$ cat src/tcp_regs.vh
// Contract
// - either cell over-charge: charge gate low after over-charge delay.
// - over-current detection suppressed while in over-charge state.
// - short-circuit detection stays active during over-charge state.
// - both cells below release level: charge gate high after release delay.
// - node high, load on, a cell above release: charge gate stays low.
// - excessive-charger check starts only after over-charge release.
// - either cell over-discharge: discharge gate low after detection delay.
// - after over-discharge: standby, pull-up to positive supply on.
// - leave standby only when a charger pulls node to release level.
// - both cells above over-discharge: discharge gate high after delay.
// - load node over-current: discharge gate low after delay, pull-down on.
// - over-current detection never causes standby.
// - short circuit: discharge gate low after shorter delay, pull-down on.
// - short-circuit detection never causes standby.
// - node back below over-current level: discharge gate high after delay.
// - excessive charger: charge gate low after internal detection delay.
// - excessive charger clearing early abandons detection, gate unchanged.
// - excessive charger gone: charge gate high after internal release delay.
// - no excessive-charger detection while discharge gate low.
// - zero-volt cell with enough charger voltage: charge gate high.
// - test pin high shortens counter delays; short-circuit delay unaffected.
// - over-charge beats over-discharge; over-discharge resumes after.
// - short-circuit detection runs independently of all other states. (code: a detection during over-discharge is ignored.)
`ifndef TCP_REGS_VH
`define TCP_REGS_VH

// ===========================================================================
// timing figures as printed, in their own units
`define TCP_CLK_HZ        125000000
`define TCP_OC_DET_MS     1000
`define TCP_OC_REL_MS     40
`define TCP_OD_DET_MS     100
`define TCP_OD_REL_US     1000
`define TCP_CUR_DET_MS    20
`define TCP_CUR_REL_US    1000
`define TCP_SC_DET_US     250
`define TCP_XC_DET_US     1500
`define TCP_XC_REL_US     1500

// ===========================================================================
// derived cycle counts (typical figures, 125 MHz)
`define TCP_CYC_MS(x)     ((x) * (`TCP_CLK_HZ / 1000))
`define TCP_CYC_US(x)     ((x) * (`TCP_CLK_HZ / 1000000))
`define TCP_CNT_W         28
// test mode divides counter delays by this shift
`define TCP_TEST_SHIFT    10

// ===========================================================================
// charge-side states
`define TCP_CS_W          2
`define TCP_CS_NORM       2'h0
`define TCP_CS_OVCHG      2'h1
`define TCP_CS_XCHG       2'h2
// discharge-side states
`define TCP_DS_W          2
`define TCP_DS_NORM       2'h0
`define TCP_DS_OVDIS      2'h1
`define TCP_DS_CUR        2'h2

`endif
$ cat src/tcp_delay.v
`timescale 1ns/1ps
`default_nettype none
`include "tcp_regs.vh"

// ===========================================================================
// delay timer: done pulses once cond has held for limit+1 cycles
module tcp_delay (
  input  wire                  clk,
  input  wire                  rst_n,
  input  wire                  cond,
  input  wire [`TCP_CNT_W-1:0] limit,
  output reg                   done
);
  reg [`TCP_CNT_W-1:0] count;

  always @(posedge clk) begin
    if (!rst_n || !cond) begin
      count <= {`TCP_CNT_W{1'b0}};
      done  <= 1'b0;
    end else if (count >= limit) begin
      count <= {`TCP_CNT_W{1'b0}};
      done  <= 1'b1; // one pulse, then restart
    end else begin
      count <= count + {{(`TCP_CNT_W-1){1'b0}}, 1'b1};
      done  <= 1'b0;
    end
  end
endmodule
`default_nettype wire

$ cat src/tcp_fsm.v
`timescale 1ns/1ps
`default_nettype none
`include "tcp_regs.vh"

// ===========================================================================
// two-cell protector controller
module tcp_fsm (
  input  wire SYS_CLK,
  input  wire RESETN,
  input  wire CELL_HI_OVCHG,   // a cell at or above over-charge level
  input  wire CELL_HI_REL,     // a cell at or above over-charge release
  input  wire CELL_LO_OVDIS,   // a cell at or below over-discharge level
  input  wire LOAD_NODE_LEVEL, // load node above overcurrent_level
  input  wire LOAD_ATTACHED,
  input  wire SHORT_LEVEL,     // load node at short-circuit level
  input  wire XCHG_LEVEL,      // node at or below excessive-charger level
  input  wire STBY_REL_LEVEL,  // node at or below standby release level
  input  wire ZERO_CELL,       // cell voltage zero
  input  wire ZERO_CHG_OK,     // charger difference above 0V minimum
  input  wire TEST_MODE,
  output reg  CHG_GATE,
  output reg  DIS_GATE,
  output reg  PULL_UP_EN,
  output reg  PULL_DOWN_EN,
  output reg  STANDBY
);

  // =========================================================================
  // synchronisers
  localparam NF = 11;
  wire [NF-1:0] raw = {ZERO_CHG_OK, ZERO_CELL, STBY_REL_LEVEL, XCHG_LEVEL,
                       SHORT_LEVEL, LOAD_ATTACHED, LOAD_NODE_LEVEL,
                       CELL_LO_OVDIS, CELL_HI_REL, CELL_HI_OVCHG, TEST_MODE};
  reg  [NF-1:0] meta;
  reg  [NF-1:0] sync;

  genvar g;
  generate
    for (g = 0; g < NF; g = g + 1) begin : g_sync
      always @(posedge SYS_CLK) begin
        if (!RESETN) begin
          meta[g] <= 1'b0;
          sync[g] <= 1'b0;
        end else begin
          meta[g] <= raw[g];
          sync[g] <= meta[g];
        end
      end
    end
  endgenerate

  wire test    = sync[0];
  wire ovchg   = sync[1];
  wire hi_rel  = sync[2];
  wire ovdis   = sync[3];
  wire over_i  = sync[4];
  wire load_on = sync[5];
  wire short_l = sync[6];
  wire xchg    = sync[7];
  wire stb_rel = sync[8];
  wire zcell   = sync[9];
  wire zchg_ok = sync[10];

  // =========================================================================
  // delay limits
  // test shortens counter delays
  function [`TCP_CNT_W-1:0] lim;
    input [`TCP_CNT_W-1:0] full;
    input                  t;
    begin
      lim = t ? (full >> `TCP_TEST_SHIFT) : full;
    end
  endfunction

  // full counts are worked out as integers, then cut to the counter width
  // on purpose; the longest count still fits, so nothing is lost
  localparam integer F_OCD = `TCP_CYC_MS(`TCP_OC_DET_MS);
  localparam integer F_OCR = `TCP_CYC_MS(`TCP_OC_REL_MS);
  localparam integer F_ODD = `TCP_CYC_MS(`TCP_OD_DET_MS);
  localparam integer F_ODR = `TCP_CYC_US(`TCP_OD_REL_US);
  localparam integer F_CUD = `TCP_CYC_MS(`TCP_CUR_DET_MS);
  localparam integer F_CUR = `TCP_CYC_US(`TCP_CUR_REL_US);
  localparam integer F_SCD = `TCP_CYC_US(`TCP_SC_DET_US);
  localparam integer F_XCD = `TCP_CYC_US(`TCP_XC_DET_US);
  localparam integer F_XCR = `TCP_CYC_US(`TCP_XC_REL_US);

  localparam [`TCP_CNT_W-1:0] L_OCD = F_OCD[`TCP_CNT_W-1:0];
  localparam [`TCP_CNT_W-1:0] L_OCR = F_OCR[`TCP_CNT_W-1:0];
  localparam [`TCP_CNT_W-1:0] L_ODD = F_ODD[`TCP_CNT_W-1:0];
  localparam [`TCP_CNT_W-1:0] L_ODR = F_ODR[`TCP_CNT_W-1:0];
  localparam [`TCP_CNT_W-1:0] L_CUD = F_CUD[`TCP_CNT_W-1:0];
  localparam [`TCP_CNT_W-1:0] L_CUR = F_CUR[`TCP_CNT_W-1:0];
  localparam [`TCP_CNT_W-1:0] L_SCD = F_SCD[`TCP_CNT_W-1:0];
  localparam [`TCP_CNT_W-1:0] L_XCD = F_XCD[`TCP_CNT_W-1:0];
  localparam [`TCP_CNT_W-1:0] L_XCR = F_XCR[`TCP_CNT_W-1:0];

  // =========================================================================
  // state and qualifying conditions
  reg [`TCP_CS_W-1:0] cstate;
  reg [`TCP_DS_W-1:0] dstate;
  reg [`TCP_CS_W-1:0] next_cstate;
  reg [`TCP_DS_W-1:0] next_dstate;
  reg                 next_standby;
  reg                 in_short;

  wire in_ovchg = (cstate == `TCP_CS_OVCHG);

  // release when node low, or high with load attached
  // any cell above release keeps gate low
  wire rel_ok = !hi_rel && (!over_i || load_on);

  // excessive charger only while discharge gate high
  wire xc_cond = xchg && (dstate == `TCP_DS_NORM)
                 && (cstate == `TCP_CS_NORM);

  wire cur_cond = over_i && !in_ovchg && (dstate == `TCP_DS_NORM);

  // over-discharge waits for over-charge to clear
  wire od_cond = ovdis && !in_ovchg && (dstate != `TCP_DS_OVDIS)
                 && !STANDBY;

  // timer pulses, one per delay
  wire d_ocd;
  wire d_ocr;
  wire d_odd;
  wire d_odr;
  wire d_cud;
  wire d_cur;
  wire d_scd;
  wire d_xcd;
  wire d_xcr;

  // =========================================================================
  // timer qualifiers; a counter restarts as soon as its qualifier drops
  // kept as named nets so each timer below is one plain hookup
  wire c_ocd = ovchg && !in_ovchg;
  wire c_ocr = in_ovchg && rel_ok;
  wire c_odr = (dstate == `TCP_DS_OVDIS) && !STANDBY && !ovdis;
  wire c_cur = (dstate == `TCP_DS_CUR) && !over_i && !in_short;
  wire c_scd = short_l && !in_short;
  wire c_xcr = (cstate == `TCP_CS_XCHG) && !xchg;

  // =========================================================================
  // limits in use; the test flag is synchronised like every other flag
  // one shift for every counter but the short-circuit one keeps the test path small
  wire [`TCP_CNT_W-1:0] m_ocd = lim(L_OCD, test);
  wire [`TCP_CNT_W-1:0] m_ocr = lim(L_OCR, test);
  wire [`TCP_CNT_W-1:0] m_odd = lim(L_ODD, test);
  wire [`TCP_CNT_W-1:0] m_odr = lim(L_ODR, test);
  wire [`TCP_CNT_W-1:0] m_cud = lim(L_CUD, test);
  wire [`TCP_CNT_W-1:0] m_cur = lim(L_CUR, test);
  wire [`TCP_CNT_W-1:0] m_xcd = lim(L_XCD, test);
  wire [`TCP_CNT_W-1:0] m_xcr = lim(L_XCR, test);

  // =========================================================================
  // delay timers
  // over-charge detection timer
  tcp_delay u_ocd (
    .clk   (SYS_CLK),
    .rst_n (RESETN),
    .cond  (c_ocd),
    .limit (m_ocd),
    .done  (d_ocd)
  );

  tcp_delay u_ocr (
    .clk   (SYS_CLK),
    .rst_n (RESETN),
    .cond  (c_ocr),
    .limit (m_ocr),
    .done  (d_ocr)
  );

  tcp_delay u_odd (
    .clk   (SYS_CLK),
    .rst_n (RESETN),
    .cond  (od_cond),
    .limit (m_odd),
    .done  (d_odd)
  );

  tcp_delay u_odr (
    .clk   (SYS_CLK),
    .rst_n (RESETN),
    .cond  (c_odr),
    .limit (m_odr),
    .done  (d_odr)
  );

  tcp_delay u_cud (
    .clk   (SYS_CLK),
    .rst_n (RESETN),
    .cond  (cur_cond),
    .limit (m_cud),
    .done  (d_cud)
  );

  tcp_delay u_cur (
    .clk   (SYS_CLK),
    .rst_n (RESETN),
    .cond  (c_cur),
    .limit (m_cur),
    .done  (d_cur)
  );

  // short delay is fixed, not shortened
  // short detection independent of other states except over-discharge, where its pulse is ignored
  tcp_delay u_scd (
    .clk   (SYS_CLK),
    .rst_n (RESETN),
    .cond  (c_scd),
    .limit (L_SCD),
    .done  (d_scd)
  );

  tcp_delay u_xcd (
    .clk   (SYS_CLK),
    .rst_n (RESETN),
    .cond  (xc_cond),
    .limit (m_xcd),
    .done  (d_xcd)
  );

  tcp_delay u_xcr (
    .clk   (SYS_CLK),
    .rst_n (RESETN),
    .cond  (c_xcr),
    .limit (m_xcr),
    .done  (d_xcr)
  );

  // =========================================================================
  // charge-side next state
  always @* begin
    next_cstate = cstate;
    case (cstate)
      `TCP_CS_NORM: begin
        if (d_ocd)
          next_cstate = `TCP_CS_OVCHG;
        else if (d_xcd)
          next_cstate = `TCP_CS_XCHG;
      end
      `TCP_CS_OVCHG: begin
        // excessive-charger check only after this release
        if (d_ocr)
          next_cstate = `TCP_CS_NORM;
      end
      `TCP_CS_XCHG: begin
        if (d_ocd)
          next_cstate = `TCP_CS_OVCHG;
        else if (d_xcr)
          next_cstate = `TCP_CS_NORM;
      end
      default: next_cstate = `TCP_CS_NORM;
    endcase
  end

  // =========================================================================
  // discharge-side next state
  always @* begin
    next_dstate  = dstate;
    next_standby = STANDBY;
    case (dstate)
      `TCP_DS_NORM: begin
        if (d_odd) begin
          next_dstate  = `TCP_DS_OVDIS;
          next_standby = 1'b1;
        end else if (d_cud || d_scd)
          next_dstate = `TCP_DS_CUR;
      end
      `TCP_DS_OVDIS: begin
        if (STANDBY && stb_rel)
          next_standby = 1'b0;
        if (d_odr)
          next_dstate = `TCP_DS_NORM;
      end
      `TCP_DS_CUR: begin
        // over-discharge during current fault moves to standby
        if (d_odd) begin
          next_dstate  = `TCP_DS_OVDIS;
          next_standby = 1'b1;
        end else if (d_cur)
          next_dstate = `TCP_DS_NORM;
      end
      default: next_dstate = `TCP_DS_NORM;
    endcase
  end

  // =========================================================================
  // state registers
  always @(posedge SYS_CLK) begin
    if (!RESETN) begin
      cstate   <= `TCP_CS_NORM;
      dstate   <= `TCP_DS_NORM;
      STANDBY  <= 1'b0;
      in_short <= 1'b0;
    end else begin
      cstate  <= next_cstate;
      dstate  <= next_dstate;
      STANDBY <= next_standby;
      // short latch holds until node falls below over-current level
      if (d_scd && dstate != `TCP_DS_OVDIS)
        in_short <= 1'b1;
      else if (!over_i && !short_l)
        in_short <= 1'b0;
    end
  end

  // =========================================================================
  // registered outputs
  always @(posedge SYS_CLK) begin
    if (!RESETN) begin
      CHG_GATE     <= 1'b1;
      DIS_GATE     <= 1'b1;
      PULL_UP_EN   <= 1'b0;
      PULL_DOWN_EN <= 1'b0;
    end else begin
      // zero-volt cell: charge gate follows zchg_ok, high only with enough charger voltage
      if (zcell)
        CHG_GATE <= zchg_ok;
      else
        CHG_GATE <= (next_cstate == `TCP_CS_NORM);
      DIS_GATE     <= (next_dstate == `TCP_DS_NORM);
      PULL_UP_EN   <= (next_dstate == `TCP_DS_OVDIS);
      PULL_DOWN_EN <= (next_dstate == `TCP_DS_CUR);
    end
  end

endmodule
`default_nettype wire

$ cat config.mk
export PLATFORM = sky130hd
export DESIGN_NAME = tcp_fsm
export DESIGN_NICKNAME = d
export VERILOG_FILES = /design/src/tcp_delay.v /design/src/tcp_fsm.v
export VERILOG_INCLUDE_DIRS = /design/src
export SDC_FILE = /design/constraint.sdc
export NUM_CORES = 1
export LEC_CHECK = 0
export BUFFER_PORTS_ARGS = -buffer_cell sky130_fd_sc_hd__buf_2
export CORE_MARGIN = 2
export CORE_UTILIZATION = 45
export DETAILED_ROUTE_END_ITERATION = 10
export GPL_TIMING_DRIVEN = 0
export PLACE_DENSITY = 0.68
export SETUP_SLACK_MARGIN = 0.4
export SLEW_MARGIN = 10
export SYNTH_ARGS = -nofsm -noshare
export SYNTH_HDL_FRONTEND = slang
export SYNTH_SLANG_ARGS = --single-unit
$ cat constraint.sdc
create_clock -name SYS_CLK -period 4.75 [get_ports SYS_CLK]
set_input_delay 0.475 -clock SYS_CLK [delete_from_list [all_inputs] [get_ports SYS_CLK]]
set_output_delay 0.475 -clock SYS_CLK [all_outputs]
set_load 0.01 [all_outputs]
---- Yosys cells after proc, flatten, opt, wreduce, memory -nomap -nowiden ----
Index checks and enable logic that the tools add are counted.
cells by class
  add/subtract/negate cells ............... 9
  order comparisons ....................... 9
  equal/unequal tests ..................... 9
  mux-type cells .......................... 33
  reductions and logical operators ........ 65
operators by type and width
  kind                   number
  $add 28x1->28 const B  9
  $ge 28x17->1           2
  $ge 28x18->1           2
  $ge 28x15->1 const B   1
  $ge 28x22->1           1
  $ge 28x23->1           1
  $ge 28x24->1           1
  $ge 28x27->1           1
  $mux 27                1
  $mux 24                1
  $mux 23                1
  $mux 22                1
  $mux 2                 10
  $reduce_or 2->1        10
  $logic_and 1x1->1      19
  $logic_not 1->1        18
  $mux 18                1
  $mux 17                1
  $mux 1                 14
  $pmux 2 s3             2
  $logic_or 1x1->1       11
  $logic_not 2->1        4
  $eq 2x1->1 const B     3
  $eq 2x2->1 const B     3
  other kinds (4)        7
storage, ports and cells
  register bits ........................... 293
  input port bits ......................... 13
  output and inout port bits .............. 5
  word-level logic and storage cells ...... 173

---- Depth between registers and ports, before layout ----
Gate-level depths: netlist (run 1).
  depth after elaboration ................. 8
  gate-level depth with buffers ........... 9
  mapped depth without buffers ............ 7

---- Cells and area by module ----
From an unflattened synthesis (run 1), not the netlist that was laid out.
second synthesis, totals
  cell total of the unflattened synthesis .. 2274
  area total of the unflattened synthesis .. 19835.3 sq um
by module, submodules not included
  module                  instances  cells an instance  area an instance (sq um)  seq. area each (sq um)
  tcp_delay at u_cud ...  8          243                2098.3                    580.6
  tcp_delay at u_scd      1          232                1988.2                    580.6
  tcp_fsm                 1          98                 1061.0                    640.6

---- Least setup slack after synthesis (run 1) ----
No wires, ideal clock.
  path type ............................... reg2reg
  from .................................... register sync[0] (netlist: test)
  to ...................................... register u_ocr.count[12]
  setup time .............................. 0.066 ns
  arrival time ............................ 4.135 ns
  data required time ...................... 4.684 ns
  slack ................................... 0.549 ns
  cell stages (with the launch flop) ...... 10
  buffers on the path ..................... 2
  clock period less this slack ............ 4.201 ns
  cell sequence ........................... dfxtp_1 inv_1 ha_1 o31a_1 o41ai_2 a211oi_1 or4_1 buf_2 buf_6 nor2_1
on the way
  word-level cells in the longest chain between the ends .. 3
ends and longest elaborated chain
  what                               line            source
  from (decl)                        tcp_fsm.v:35    reg [NF-1:0] sync;
  from (signal, indexed assignment)  tcp_fsm.v:46    sync[g] <= meta[g];
  $mux 23                            tcp_fsm.v:71    lim = t ? (full >> `TCP_TEST_SHIFT) : full;
  $ge 28x23->1                       tcp_delay.v:20  end else if (count >= limit) begin
  $reduce_or 2->1 (no source line)   --
  to (signal assigned)               tcp_delay.v:18  count <= {`TCP_CNT_W{1'b0}};
  to (signal assigned)               tcp_delay.v:21  count <= {`TCP_CNT_W{1'b0}};
  to (signal assigned)               tcp_delay.v:24  count <= count + {{(`TCP_CNT_W-1){1'b0}}, 1'b1};
  to (decl)                          tcp_delay.v:14  reg [`TCP_CNT_W-1:0] count;
No other way between the ends.
A chain may end at the register's enable or synchronous reset.

---- Worst setup path after layout (run 1) ----
  from .................................... register sync[0] (netlist: test)
  to ...................................... register u_ocd.count[16]
on the way
  word-level cells in the longest chain between the ends .. 3
ends and longest elaborated chain
  what                              line
  $mux 27                           tcp_fsm.v:71
  $ge 28x27->1                      tcp_delay.v:20
  $reduce_or 2->1 (no source line)  --
  to (signal assigned)              tcp_delay.v:18
  to (signal assigned)              tcp_delay.v:21
  to (signal assigned)              tcp_delay.v:24
  to (decl)                         tcp_delay.v:14
No other way between the ends.

==> results of run 1 <==
==> sequential cells by signal, summed over array words and instances (netlist names), 11 cells and up <==
| register | count |
|---|---|
| meta | 11 |
| u_cud.count | 28 |
| u_cur.count | 28 |
| u_ocd.count | 28 |
| u_ocr.count | 28 |
| u_odd.count | 28 |
| u_odr.count | 28 |
| u_scd.count | 28 |
| u_xcd.count | 28 |
| u_xcr.count | 28 |
==> layout make-up <==
| cell class | count | area share [%] |
|---|---|---|
| tap | 384 | 3.18 |
| buffer | 42 | 1.25 |
| inverter | 45 | 1.12 |
| clock inverter | 17 | 1.54 |
| multi-input combinational | 1086 | 46.9 |
| clock buffer | 45 | 6.46 |
| timing repair buffer | 18 | 0.696 |
| sequential | 293 | 38.9 |
==> cell usage in the layout, fill, tap and decap left out, types with 19 or more instances in the layout <==
cell,n
nor3_1,93
buf_2,21
inv_1,45
dfxtp_1,292
clkbuf_1,38
nor2_1,150
clkbuf_16,37
nor4_1,86
and3_1,28
and2_1,27
nand4_1,34
ha_1,97
xor2_1,62
nand2_1,69
o21ai_0,19
a21oi_1,22
nand3_1,87
xnor2_1,105
conb_1,63
==> routing by layer <==
metal | GRT usage, % | routed length, µm | vias up | part of all wire [%]
met1 | 21.0 | 11800 | 4716 | 47
met5 | 0 | 13 | - | 0.051
li1 | - | - | 5187 | -
met4 | 5.08 | 502 | 2 | 2.0
met2 | 29.3 | 12200 | 103 | 48
met3 | 2.95 | 787 | 40 | 3.1
==> cells by family after synthesis <==
logic type,after synthesis,synth area share (%)
DFF,293,44.9
adders and majority gates,97,9.29
AOI/OAI and AO/OA,105,5.71
xor gates and xnor gates,167,11.2
muxes,1,0.0766
other,1,0.0287
buffers and inverters,87,2.74
and+or+nand+nor,653,26.1
==> worst paths after layout <==
| kind | startpoint | to | slack (ps) | cells past startpoint |
|---|---|---|---|---|
| worst max-delay path | test$_SDFF_PN0_ | u_ocd.count[16]$_SDFF_PP0_ | 1220 | 9 |
| worst min-delay path | CELL_HI_OVCHG | meta[1]$_SDFF_PN0_ | 180 | 2 |
| worst max register to register | test$_SDFF_PN0_ | u_ocd.count[16]$_SDFF_PP0_ | 1220 | 9 |
| worst min register to register | meta[7]$_SDFF_PN0_ | xchg$_SDFF_PN0_ | 430 | 1 |
==> worst max-delay path, stage by stage (launching register included) <==
cell,delay [ps]
dfxtp_4,650
inv_1,680
ha_1,570
nand3b_1,80
a31oi_1,160
o21ai_0,90
a31oi_1,200
clkbuf_1,400
clkbuf_1,420
nor4_1,120
==> per-stage QoR <==
stage | setup TNS [ps] | hold WS (ps) | utilization [%]
after floorplan | 0 | 409 | -
after global placement | -230510 | 415 | 48.4
after detailed placement | 0 | 419 | 48.5
after CTS | 0 | 160 | 52.8
after global routing | 0 | 170 | 52.8
final | 0 | 179 | 52.8
==> Yosys cell counts, types with 4 or more instances <==
cell / n
a2111oi_0: 7
a211oi_1: 8
a21o_1: 7
a21oi_1: 22
a31oi_1: 7
and2_1: 27
and3_1: 28
and4_1: 7
buf_2: 4
clkbuf_1: 32
dfxtp_1: 293
ha_1: 97
inv_1: 45
nand2_1: 69
nand2b_1: 10
nand3_1: 87
nand4_1: 34
nand4b_1: 6
nor2_1: 150
nor2b_1: 16
nor3_1: 93
nor3b_1: 5
nor4_1: 87
nor4b_1: 8
o211ai_1: 5
o21a_1: 5
o21ai_0: 19
or3_1: 7
or4_1: 6
xnor2_1: 105
xor2_1: 62
==> power groups by stage <==
stage / Combinational [mW] / Sequential [mW] / Clock [mW]
floorplan: 0.0639 / 2.57 / 0
global placement: 0.0903 / 2.58 / 0
detailed placement: 0.0989 / 2.57 / 0
CTS: 0.0997 / 2.52 / 2.81
global route: 0.116 / 2.52 / 2.93
finish: 0.0987 / 2.52 / 2.74
==> impl_metrics.tcl, run 1 <==
set metrics [dict create \
    postRouteAntennaNets 0 \
    dp_cells 1868 \
    n_antenna_cell 0 \
    power.share.sequential_pct 47.0 \
    drtIter0Drc 452 \
    clk_latency_ps 500 \
    routed-via-count 10000 \
    tightest_slew_ps 1210 \
    rows 62 \
    power.share.clock_pct 51.2 \
    grt_pass1_wl_um 43800 \
    synth.avg_cell_area_um2 9.31 \
    finalSetupViolations 0 \
    p_leak_nw 5.35 \
    status "finished clean" \
    wl_um 25400 \
    yosysWarnings 0 \
    htree_levels 2 \
    cts_buffers 34 \
    seq_area_frac_synth_pct 44.9 \
    grt_pass1_vias 9625 \
    finalCritPeriodShare_pct 74.3 \
    core_um2 28600 \
    fp.dieH_um 174 \
    power.switching_mw 1.09 \
    synth_top_cell_area_share_pct 44.9 \
    async_reset_ff_share_pct 0 \
    synth-seq-cells 293 \
    intPower_mw 4.27 \
    drv_cap 0 \
    initial_core_util_pct 45.7 \
    gr-total-overflow 0 \
    fin_skew_ps 13.5 \
    multi_input_area_um2 7090 \
    dr.pass1.iters 5 \
    synth_cell_types 63 \
    synth_largest_area_cell "dfxtp_1" \
    post_drt_wl_per_cell_um 13.1 \
    syn_area_um2 13100 \
    clock_sinks 293 \
    postSynthCellCount 1404 \
    criticalPathCategory "flop to flop" \
    stdcell_area_um2 15100 \
    post_cts_resized 0 \
    clockBufferDepth 3 \
    worstPathMaxFanout 31 \
    place_ws_ps 1190 \
    placed_area_um2 13900 \
    synth.top_cells.by_area "dfxtp_1, ha_1, xnor2_1, nor2_1, nor4_1" \
    rsz0062_at_grt "false" \
    cts_root_buf "clkbuf_16" \
    arrival_ps 3900 \
    clk_pin_slew_ps 60 \
    instances_no_fill 1930 \
    total_power_mw 5.36 \
    worstSetupEndpointType "flop" \
    gr-usage-all-layers_pct 16.8 \
    synth-edff-count 0 \
    grt_max_degree 34 \
    setup_slack_ps 1220 \
    die-area_um2 30400 \
    area_growth_pct 15.6 \
    gp_congestion 0.795 \
    drc_errors 0 \
    hold_viol 0 \
    slew_viol_final 0 \
    ctsHoldBuffers 0 \
    power.density_nw_per_um2 355 \
    ys.flop_type "dfxtp_1" \
    drive_gt1_share_pct 6.02 \
    ioPinCount 18 \
    relSlewSlack_pct 19.1 \
    max_freq_mhz 283 \
    dp_hpwl_um 17400 \
    p_comb_share_pct 1.8 \
    min_path_type "input port to flop" \
    fillers 2610 \
    critPathRequiredTime_ps 5120 \
    post-cts-setup-buffer-count 0 \
    ir_drop_v 0.000257 \
    cts_tree "done" \
    fin_nets 1630 \
    critPathLaunchType "flop" \
    fp.dieW_um 174 \
    area.sequential_um2 5870 \
    fin_crit_ps 3530 \
    port_buffers 17 \
    antenna_found_initial 1 \
    power.share.switching_pct 20.4 \
    vias_per_cell 5.21 \
]
No activity file was read; power rests on OpenSTA's default activity.
==> inputs of run 2 (changes only) <==
==> constraint.sdc (replaced) <==
create_clock -name SYS_CLK -period 3.25 [get_ports SYS_CLK]
set_input_delay 0.325 -clock SYS_CLK [delete_from_list [all_inputs] [get_ports SYS_CLK]]
set_output_delay 0.325 -clock SYS_CLK [all_outputs]
set_load 0.01 [all_outputs]
==> run 2 against run 1 <==
Die area unchanged. Total power increased by 43%. Sequential power increased by 46%. Routed wire length increased by 5.2%. First-iteration DRC count increased by 20%. Worst setup slack got worse by 660 ps. Critical path depth decreased by 1. Largest power group unchanged. Via count increased by 0.55%. Sequential share of layout area decreased by 0.59 points.
==> impl_metrics.tcl, run 2 (synthesis gave the netlist of run 1 again) <==
set metrics [dict create \
    status "finished clean" \
    post_drt_wl_per_cell_um 13.7 \
    ioPinCount 18 \
    drv_cap 0 \
    grt_pass1_wl_um 45200 \
    drive_gt1_share_pct 7.34 \
    fp.dieH_um 174 \
    max_freq_mhz 372 \
    dp_hpwl_um 17300 \
    placed_area_um2 13900 \
    grt_max_degree 33 \
    dr.pass1.iters 5 \
    fp.dieW_um 174 \
    grt_pass1_vias 9662 \
    ir_drop_v 0.000381 \
    clk_pin_slew_ps 60 \
    vias_per_cell 5.17 \
    tightest_slew_ps 1260 \
    gr-usage-all-layers_pct 17.4 \
    min_to "meta[1]$_SDFF_PN0_" \
    cts_tree "done" \
    rows 62 \
    fin_skew_ps 10.1 \
    slew_viol_final 0 \
    clockBufferDepth 3 \
    instances_no_fill 1953 \
    htree_levels 1 \
    hold_viol 0 \
    p_leak_nw 5.48 \
    rsz0062_at_grt "true" \
    clock_sinks 293 \
    final_cell_mix "dfxtp_1, nor2_1, xnor2_1" \
    fin_util_pct 53.6 \
    fin_nets 1652 \
    r2r_start "test$_SDFF_PN0_" \
    core_um2 28600 \
    clk_latency_ps 550 \
    worstPathMaxFanout 16 \
    finalSetupViolations 0 \
    gp_congestion 0.779 \
    drtIter0Drc 541 \
    timing.hold.worst_path_depth 2 \
    fin_crit_ps 2690 \
    gr-total-overflow 0 \
    setup_slack_ps 559 \
    postRouteAntennaNets 0 \
    rr_worst_depth 8 \
    stdcell_area_um2 15300 \
    initial_core_util_pct 45.7 \
    antenna_found_initial 3 \
    cts_root_buf "clkbuf_16" \
    hold_start "CELL_HI_OVCHG" \
    worstSetupEndpointType "flop" \
    drc_errors 0 \
    min_path_type "input port to flop" \
    port_buffers 17 \
    reg2reg_to "u_odd.count[8]$_SDFF_PP0_" \
    layout_commonest_cell "dfxtp_1" \
    place_ws_ps -758 \
    criticalPathCategory "flop to flop" \
    arrival_ps 3140 \
    finalCritPeriodShare_pct 82.8 \
    critPathLaunchType "flop" \
    relSlewSlack_pct 15.2 \
    routed-via-count 10100 \
    hold_ws_ps 10.9 \
    dp_cells 1867 \
    cts_buffers 31 \
    die-area_um2 30400 \
    r2r_setup_slack_ps 560 \
    power.density_nw_per_um2 498 \
    area_growth_pct 17.4 \
    wl_um 26700 \
    critPathRequiredTime_ps 3700 \
]
[run 2: what timing repair did]
item,in CTS,in global routing
pin swaps,0,0
setup endpoints to repair,179,47
buffers inserted,13,2
gates resized for setup,4,14
hold buffers,9,0
endpoints found under the hold margin,9,0
cloned,1,1
[run 2: layout make-up]
class,count,area (µm²)
Fill cell,2567,13300
Inverter,45,173
Timing Repair inverter,1,7.51
Antenna cell,3,7.51
Clock inverter,18,255
Clock buffer,39,856
Tap cell,384,480
Multi-Input combinational cell,1086,7120
Timing Repair Buffer,42,378
Buffer,42,196
Sequential cell,293,5870
[run 2: worst max-delay path, stage by stage (launching register included)]
cell      delay, ps
dfxtp_4         410
buf_4           250
buf_16          200
ha_1            260
a211o_1         290
a211oi_1        280
o21ai_1         280
clkbuf_1        290
nor4_1          310
[run 2: routing by layer]
layer | part of all wire (%) | track usage (%) | vias up
met5 | 0 | 0 | -
met4 | 1.9 | 4.69 | 0
met3 | 3.0 | 2.36 | 39
met2 | 48 | 30.4 | 96
met1 | 47 | 22.4 | 4743
li1 | - | - | 5225
[run 2: per-stage QoR]
stage          TNS, ps  total power [mW]
2_1_floorplan        0              3.85
3_3_place_gp    -87280              3.89
3_5_place_dp    -94840              3.90
4_1_cts              0              7.72
5_1_grt              0              7.90
6_report             0              7.64
[run 2: worst max path at each step]
stage          depth (start not counted)             from  slack [ps]                         end
2_1_floorplan                          9  test$_SDFF_PN0_         360  u_ocr.count[12]$_SDFF_PP0_
3_3_place_gp                           9  test$_SDFF_PN0_        -700   u_ocd.count[9]$_SDFF_PP0_
3_5_place_dp                           8  test$_SDFF_PN0_        -760       u_odd.done$_SDFF_PP0_
4_1_cts                                9  test$_SDFF_PN0_         400  u_ocd.count[18]$_SDFF_PP0_
5_1_grt                                8  test$_SDFF_PN0_         380  u_odd.count[21]$_SDFF_PP0_
6_report                               8  test$_SDFF_PN0_         560   u_odd.count[8]$_SDFF_PP0_
[run 2: where the power goes]
group | internal, mW | total, mW | switching, mW
clock | 2.33 | 3.79 | 1.45
sequential | 3.65 | 3.68 | 0.0225
combinational | 0.0789 | 0.183 | 0.104
